===== config.mk =====
export PLATFORM = sky130hd
export DESIGN_NAME = tclw_regs
export DESIGN_NICKNAME = d
export VERILOG_FILES = /design/src/tclw_sync2.v /design/src/tclw_watchdog.v /design/src/tclw_regs.v
export VERILOG_INCLUDE_DIRS = /design/src
export SDC_FILE = /design/constraint.sdc
export NUM_CORES = 1
export LEC_CHECK = 0
export BUFFER_PORTS_ARGS = -buffer_cell sky130_fd_sc_hd__buf_2
export CELL_PAD_IN_SITES_DETAIL_PLACEMENT = 0
export CELL_PAD_IN_SITES_GLOBAL_PLACEMENT = 1
export CORE_MARGIN = 5
export CORE_UTILIZATION = 34
export DETAILED_ROUTE_END_ITERATION = 16
export GPL_TIMING_DRIVEN = 1
export MAX_ROUTING_LAYER = met4
export PLACE_DENSITY_LB_ADDON = 0.05
export SLEW_MARGIN = 20
export SYNTH_ARGS = -nofsm -noshare
export SYNTH_HDL_FRONTEND = slang
export SYNTH_SLANG_ARGS = --single-unit
export TNS_END_PERCENT = 1

===== constraint.sdc =====
create_clock -name CLK -period 2.6 [get_ports CLK]
set_input_delay 0.52 -clock CLK [delete_from_list [all_inputs] [get_ports CLK]]
set_output_delay 0.52 -clock CLK [all_outputs]
set_load 0.02 [all_outputs]

===== src/tclw_defs.vh =====
`ifndef TCLW_DEFS_VH
`define TCLW_DEFS_VH

// Register indices as printed; byte address on the bus is four times the index.
`define TCLW_IDX_SELF_TEST 8'h14
`define TCLW_IDX_LEVEL 8'h15
`define TCLW_IDX_WATCHDOG 8'h16
`define TCLW_IDX_RESET 8'h01
`define TCLW_IDX_CHANNEL 8'h30

// Reset values.
`define TCLW_RST_SELF_TEST 8'h00
`define TCLW_RST_LEVEL 8'h01
`define TCLW_RST_WATCHDOG 8'hFE
`define TCLW_RST_LEVEL_SEL 1'b1

// Field positions.
`define TCLW_SELF_TEST_EN_BIT 0
`define TCLW_OSC_SEL_HI 2
`define TCLW_OSC_SEL_LO 1
`define TCLW_WD_DISABLE_BIT 0
`define TCLW_WD_TIMEOUT_HI 7
`define TCLW_WD_TIMEOUT_LO 1
`define TCLW_RESET_DIG0_BIT 0
`define TCLW_RESET_DIG1_BIT 1

// Level-select keys.
`define TCLW_KEY_SET 8'hB5
`define TCLW_KEY_CLEAR 8'hB6

// Frame oscillator codes on the output.
`define TCLW_OSC_EXT_PIXEL 3'h0
`define TCLW_OSC_25 3'h1
`define TCLW_OSC_33 3'h2
`define TCLW_OSC_50 3'h3
`define TCLW_OSC_100 3'h4
`define TCLW_OSC_VIDEO 3'h5

// Watchdog timing: step of 2 ms at 25 MHz.
`define TCLW_CLK_HZ 25000000
`define TCLW_WD_STEP_US 2000
`define TCLW_WD_STEP_CYCLES ((`TCLW_CLK_HZ / 1000000) * `TCLW_WD_STEP_US)

// Strap capture: edges after reset release until the synchroniser holds the pin.
`define TCLW_STRAP_CAPTURE_CNT 2'h2
`define TCLW_STRAP_DONE_CNT 2'h3

`endif


===== src/tclw_sync2.v =====
`timescale 1ns/10ps
`default_nettype none

module tclw_sync2 (
  input wire CLK,
  input wire RST,
  input wire din,
  output reg dout
);

  reg meta_q;

  always @(posedge CLK) begin
    if (RST) begin
      meta_q <= 1'b0;
      dout <= 1'b0;
    end else begin
      meta_q <= din;
      dout <= meta_q;
    end
  end

endmodule // tclw_sync2

`default_nettype wire


===== src/tclw_watchdog.v =====
`timescale 1ns/10ps
`default_nettype none

`include "tclw_defs.vh"

// Counts 2 ms steps during one control channel transaction.
module tclw_watchdog #(
  parameter STEP_CYCLES = `TCLW_WD_STEP_CYCLES
) (
  input wire CLK,
  input wire RST,
  input wire disable_wd,
  input wire [6:0] timeout,
  input wire txn_start,
  input wire txn_done,
  output reg abort,
  output reg busy
);

  reg [31:0] pre_q;
  reg [6:0] steps_q;
  wire tick;

  assign tick = (pre_q == STEP_CYCLES - 1);

  always @(posedge CLK) begin
    if (RST) begin
      pre_q <= 32'h0;
      steps_q <= 7'h00;
      abort <= 1'b0;
      busy <= 1'b0;
    end else begin
      abort <= 1'b0;
      if (disable_wd) begin
        busy <= 1'b0;
        pre_q <= 32'h0;
        steps_q <= 7'h00;
      end else if (txn_start) begin
        busy <= 1'b1;
        pre_q <= 32'h0;
        steps_q <= 7'h00;
      end else if (txn_done) begin
        busy <= 1'b0;
        pre_q <= 32'h0;
        steps_q <= 7'h00;
      end else if (busy) begin
        pre_q <= tick ? 32'h0 : pre_q + 32'h1;
        if (tick) begin
          // A zero timeout still aborts after the first step rather than never.
          if (steps_q + 7'h01 >= timeout) begin
            abort <= 1'b1;
            busy <= 1'b0;
            steps_q <= 7'h00;
          end else begin
            steps_q <= steps_q + 7'h01;
          end
        end
      end
    end
  end

endmodule // tclw_watchdog

`default_nettype wire


===== src/tclw_regs.v =====
// Function
// - In functional mode with the video clock missing and the enable bit set, source code 00/01 picks 50 MHz, 10 picks 100 MHz, 11 picks 25 MHz.
// - With self-test enabled the same field picks external pixel clock (00), 33 MHz (01) or 100 MHz (1x); self-test is off at reset.
// - The level strap sampled at power-up sets the level bit, low meaning 3.3 V and high meaning 1.8 V.
// - Either digital reset written to the reset register forces the level back to 3.3 V.
// - Reading the level register returns 1 for 3.3 V and 0 for 1.8 V.
// - Of writes to the level register, only the 8-bit keys 0xB5 (set) and 0xB6 (clear) change the level bit.
// - Each control channel transaction is watched and aborted when it exceeds the timeout.
// - The timeout is the field in bits 7:1 in 2 ms steps, resetting to 0x7F.
// - The watchdog runs while bit 0 of its register is 0 and stops while it is 1.
`timescale 1ns/10ps
`default_nettype none

`include "tclw_defs.vh"

module tclw_regs #(
  parameter WD_STEP_CYCLES = `TCLW_WD_STEP_CYCLES
) (
  input wire CLK,
  input wire RST,
  input wire [31:0] WB_ADR_I,
  input wire [31:0] WB_DAT_I,
  input wire [3:0] WB_SEL_I,
  input wire WB_WE_I,
  input wire WB_CYC_I,
  input wire WB_STB_I,
  output reg [31:0] WB_DAT_O,
  output reg WB_ACK_O,
  output reg WB_ERR_O,
  input wire LEVEL_STRAP,
  input wire VIDEO_CLK_PRESENT,
  input wire OSC_OVERRIDE_EN,
  input wire TXN_START,
  input wire TXN_DONE,
  output reg [2:0] FRAME_OSC_SEL,
  output reg SELF_TEST_EN,
  output reg LEVEL_SEL_3V3,
  output reg DIGITAL_RESET,
  output reg WD_ABORT,
  output reg WD_BUSY
);

  reg [7:0] self_test_q;
  reg level_q;
  reg [7:0] watchdog_q;
  reg [1:0] strap_cnt_q;
  reg [2:0] osc_d;
  reg [31:0] rdata_d;
  reg hit_d;
  wire strap_s;
  wire video_s;
  wire wd_abort;
  wire wd_busy;
  wire [7:0] idx;
  wire req;
  wire wr_byte;
  wire [7:0] wbyte;

  // The strap and video-clock pins pass two flip-flops before use.
  tclw_sync2 u_sync_strap (
    .CLK(CLK),
    .RST(RST),
    .din(LEVEL_STRAP),
    .dout(strap_s)
  );

  tclw_sync2 u_sync_video (
    .CLK(CLK),
    .RST(RST),
    .din(VIDEO_CLK_PRESENT),
    .dout(video_s)
  );

  tclw_watchdog #(
    .STEP_CYCLES(WD_STEP_CYCLES)
  ) u_watchdog (
    .CLK(CLK),
    .RST(RST),
    .disable_wd(watchdog_q[`TCLW_WD_DISABLE_BIT]),
    .timeout(watchdog_q[`TCLW_WD_TIMEOUT_HI:`TCLW_WD_TIMEOUT_LO]),
    .txn_start(TXN_START),
    .txn_done(TXN_DONE),
    .abort(wd_abort),
    .busy(wd_busy)
  );

  assign idx = WB_ADR_I[9:2];
  assign req = WB_CYC_I && WB_STB_I && !WB_ACK_O && !WB_ERR_O;
  assign wr_byte = req && WB_WE_I && WB_SEL_I[0];
  assign wbyte = WB_DAT_I[7:0];

  always @* begin
    hit_d = 1'b1;
    rdata_d = 32'h0;
    if (WB_ADR_I[1:0] != 2'h0 || WB_ADR_I[31:10] != 22'h0) begin
      hit_d = 1'b0;
    end else begin
      case (idx)
        `TCLW_IDX_SELF_TEST: rdata_d = {24'h0, self_test_q};
        `TCLW_IDX_LEVEL: rdata_d = {31'h0, level_q};
        `TCLW_IDX_WATCHDOG: rdata_d = {24'h0, watchdog_q};
        `TCLW_IDX_RESET: rdata_d = 32'h0;
        `TCLW_IDX_CHANNEL: rdata_d = {30'h0, wd_busy, 1'b0};
        default: hit_d = 1'b0;
      endcase
    end
  end

  always @* begin
    osc_d = `TCLW_OSC_VIDEO;
    if (self_test_q[`TCLW_SELF_TEST_EN_BIT]) begin
      case (self_test_q[`TCLW_OSC_SEL_HI:`TCLW_OSC_SEL_LO])
        2'h0: osc_d = `TCLW_OSC_EXT_PIXEL;
        2'h1: osc_d = `TCLW_OSC_33;
        default: osc_d = `TCLW_OSC_100;
      endcase
    end else if (!video_s && OSC_OVERRIDE_EN) begin
      case (self_test_q[`TCLW_OSC_SEL_HI:`TCLW_OSC_SEL_LO])
        2'h2: osc_d = `TCLW_OSC_100;
        2'h3: osc_d = `TCLW_OSC_25;
        default: osc_d = `TCLW_OSC_50;
      endcase
    end
  end

  always @(posedge CLK) begin
    if (RST) begin
      self_test_q <= `TCLW_RST_SELF_TEST;
      level_q <= `TCLW_RST_LEVEL_SEL;
      watchdog_q <= `TCLW_RST_WATCHDOG;
      strap_cnt_q <= 2'h0;
      WB_ACK_O <= 1'b0;
      WB_ERR_O <= 1'b0;
      WB_DAT_O <= 32'h0;
      DIGITAL_RESET <= 1'b0;
      FRAME_OSC_SEL <= `TCLW_OSC_VIDEO;
      SELF_TEST_EN <= 1'b0;
      LEVEL_SEL_3V3 <= `TCLW_RST_LEVEL_SEL;
      WD_ABORT <= 1'b0;
      WD_BUSY <= 1'b0;
    end else begin
      WB_ACK_O <= req && hit_d;
      WB_ERR_O <= req && !hit_d;
      WB_DAT_O <= (req && hit_d && !WB_WE_I) ? rdata_d : 32'h0;
      DIGITAL_RESET <= 1'b0;
      // The synchroniser is cleared by reset too, so the strap is taken on the
      // third edge after release, once the second flop holds the pin value.
      // A keyed or reset write that lands first wins and cancels the capture.
      if (strap_cnt_q != `TCLW_STRAP_DONE_CNT) begin
        strap_cnt_q <= strap_cnt_q + 2'h1;
      end
      if (strap_cnt_q == `TCLW_STRAP_CAPTURE_CNT) begin
        level_q <= ~strap_s;
      end
      if (wr_byte && hit_d) begin
        case (idx)
          `TCLW_IDX_SELF_TEST: self_test_q <= {5'h00, wbyte[2:0]};
          `TCLW_IDX_WATCHDOG: watchdog_q <= wbyte;
          `TCLW_IDX_LEVEL: begin
            // Keys only; any other byte is ignored so a stray write cannot
            // flip the pad level.
            if (wbyte == `TCLW_KEY_SET) begin
              level_q <= 1'b1;
              strap_cnt_q <= `TCLW_STRAP_DONE_CNT;
            end else if (wbyte == `TCLW_KEY_CLEAR) begin
              level_q <= 1'b0;
              strap_cnt_q <= `TCLW_STRAP_DONE_CNT;
            end
          end
          `TCLW_IDX_RESET: begin
            if (wbyte[`TCLW_RESET_DIG0_BIT] || wbyte[`TCLW_RESET_DIG1_BIT]) begin
              level_q <= 1'b1;
              strap_cnt_q <= `TCLW_STRAP_DONE_CNT;
              DIGITAL_RESET <= 1'b1;
            end
          end
          default: ;
        endcase
      end
      FRAME_OSC_SEL <= osc_d;
      SELF_TEST_EN <= self_test_q[`TCLW_SELF_TEST_EN_BIT];
      LEVEL_SEL_3V3 <= level_q;
      WD_ABORT <= wd_abort;
      WD_BUSY <= wd_busy;
    end
  end

endmodule // tclw_regs

`default_nettype wire


==> out/results.tsv <==
metric	value	unit
status	completed	
avgViaCountPerCell	4.74	
async_reset_ff_frac	0	
synthTopCellsByCount	dfxtp_1 (77), nor2_1 (49), nand4_1 (25)	
power.density	494	nW/um^2
grt-ovfl-total	0	
timing.hold.ws	0.380	ns
antenna_left	0	
cp.depth	10	
numPortBuffers	68	
ys_warn_count	0	
synth_cells	428	
yosysMostFrequentCell	dfxtp_1	
synth.distinct_cells	49	
synth_edf_count	0	
min_path_type	in2reg	
ios	120	
crit_arrival	2.64	ns
busiest_layer	met2	
finalHoldViolCount	0	
p_leak	1.72	nW
synth_top_area_frac	0.411	
synthTopCellsByArea	dfxtp_1 (41%), xor2_1 (5.4%), nor2_1 (4.9%)	
core-area	10800	um^2
multi_input_area	1980	um^2
first_iter_violations	142	
yosys_register_bits	77	
drc	0	
h-tree-depth	3	
worst_setup_path_end_kind	flop	
power_frac_seq	0.548	
ir_worst_vdd	0.206	mV
drv_slew	0	
max_cap_violations	0	
use_met2	0.223	
grt_pass1_vias	3043	
drt-total-wl	8960	um
seq_area	1540	um^2
switchingPower	0.571	mW
use_met3	0.0300	
routedWlPerCell	13.8	um
critPathBufInv	1	
synth_top_area_cell	dfxtp_1	
die-area	13200	um^2
max_freq	426	MHz
fin_crit	2.35	ns
startpoint_type	flop	
cp_cell_sequence	ha_1, nand3_1, nor3_1, xnor2_1, ha_1, and4_1, a211oi_2, buf_4, nand3_1, mux2i_1	
routabilityCongestion	0.765	
grt_pass1_wl	14800	um
p_int	1.62	mW
fin_nets	594	
tightest_slew	0.717	ns
grt_max_degree	33	
worst_path_largest_cell_delay	0.40	ns
numCtsBuffers	9	
initial_core_util	0.346	
track_usage	0.144	
crit_required	2.89	ns
slew_headroom	0.518	
die_y	115	um
fin_crit_sh	0.903	
cts-root-buf	clkbuf_8	
syn_area	3750	um^2
syn_area_per_cell	8.76	um^2
crit_path_max_fanout	7	
pwr-share-clk	0.382	
cts_sinks	77	
grt_use_met1	0.189	
nFillCells	1140	
regToRegSetupSlack	0.25	ns
synth.yosys.seq_area_share	0.411	
timing_worst_setup_path_type	reg2reg	
clockBufferDepth	2	
critical-path-top-delay-family	simple AND/OR/NAND/NOR gates	
tritoncts	built	
fin_tns_setup	0	ns
areaGrowthSynthToFinish	18.0	%
vias	3085	
fin_util	0.408	
clock_skew	0.0116	ns
antenna_cells	0	
antenna_found_initial	0	
power_frac_comb	0.070	
holdPathStages	2	
ctsHoldBuffers	0	
rsz0062_at_grt	false	
num_rows	38	
clk_latency	0.36	ns
synth_ff_type	dfxtp_1	
hpwl	6820	um
fp.dieW	115	um
setup_viol	0	
dr.pass1.iters	4	
p_sw_frac	0.261	
cts.clk_slew.worst_paths	0.09	ns
drive_gt1_frac	0.211	
crit_slowest_cell	dfxtp_1	
reg2reg_depth	10	
==> power by group through the flow <==
stage | Combinational, mW | Sequential [mW] | Clock (mW)
finish | 0.152 | 1.20 | 0.835
global route | 0.170 | 1.20 | 0.915
CTS | 0.153 | 1.20 | 0.873
detailed placement | 0.152 | 1.23 | 0
global placement | 0.151 | 1.23 | 0
floorplan | 0.108 | 1.23 | 0
==> cells in the final DEF (no fill, tap or decap), drive strengths merged, types with 12 or more instances in the layout <==
cell   instances
xnor2         12
nand4         25
o21ai         12
nor3          12
nand3         16
xor2          23
nor2          49
conb          24
dfxtp         77
buf           81
nor2b         12
nor4          19
inv           23
nand2         24
==> worst register-to-register path: cells and delay by family (launching register included) <==
family / cells / cell delay (ns)
AND/OR/NAND/NOR: 4 / 0.65
adder cells (fa/ha/maj): 2 / 0.49
flip-flops: 1 / 0.40
AO/OA/AOI/OAI: 1 / 0.25
buffers and inverters: 1 / 0.19
XOR/XNOR: 1 / 0.18
multiplexers: 1 / 0.13
==> layout make-up <==
| type | instances | share of cell area |
|---|---|---|
| tap | 140 | 0.0396 |
| clock buffer | 10 | 0.0311 |
| clock inverter | 5 | 0.00820 |
| inverter | 23 | 0.0195 |
| sequential | 77 | 0.349 |
| multi-input combinational | 315 | 0.448 |
| timing repair buffer | 81 | 0.105 |
==> per-stage QoR <==
step / std cells / setup slack (ns) / power (mW) / cell area, um^2
after CTS: 651 / 0.136 / 2.22 / 4420
after global routing: 651 / 0.00119 / 2.29 / 4420
after global placement: 636 / 0.158 / 1.38 / 4240
after floorplan: 451 / 0.117 / 1.34 / 3830
final: 651 / 0.251 / 2.19 / 4420
after detailed placement: 636 / 0.165 / 1.38 / 4240
==> cell families (layout without fill, tap and decap cells) <==
logic type / Yosys count / count (layout) / synth area share
AND/OR/NAND/NOR: 198 / 198 / 0.296
flip-flops: 77 / 77 / 0.411
buffers and inverters: 59 / 119 / 0.0841
AO/OA/AOI/OAI: 38 / 38 / 0.0664
XOR/XNOR: 35 / 35 / 0.0818
multiplexers: 11 / 11 / 0.0294
adder cells (fa/ha/maj): 9 / 9 / 0.0300
other: 1 / 24 / 0.00100
==> path summary, 6_finish.rpt <==
| check | end | startpoint |
|---|---|---|
| hold / removal | u_sync_strap.meta_q | LEVEL_STRAP |
| setup / recovery | u_watchdog.steps_q[0] | u_watchdog.steps_q[0] |
| setup reg to reg | u_watchdog.steps_q[0] | u_watchdog.steps_q[0] |
| hold reg to reg | u_sync_video.dout | u_sync_video.meta_q |
==> repair_timing <==
action / in CTS / in global routing
buffers inserted: 0 / 0
setup endpoints to repair: 0 / 5
resized for setup: 0 / 1
==> per-layer routing <==
metal / routed length (um) / part of all wire / up-vias
met4: 109 / 0.012 / 0
met1: 4330 / 0.48 / 1412
met3: 433 / 0.048 / 9
met5: 0 / 0 / -
met2: 4090 / 0.46 / 52
li1: - / - / 1612
==> registers in the layout, indices dropped and copies added, names as in the netlist, 2 cells and up <==
| register | cells |
|---|---|
| FRAME_OSC_SEL | 3 |
| strap_cnt_q | 2 |
| u_watchdog.pre_q | 32 |
| WB_DAT_O | 8 |
| self_test_q | 3 |
| u_watchdog.steps_q | 7 |
| watchdog_q | 8 |
Note: power is estimated with default switching activity, not from simulation.
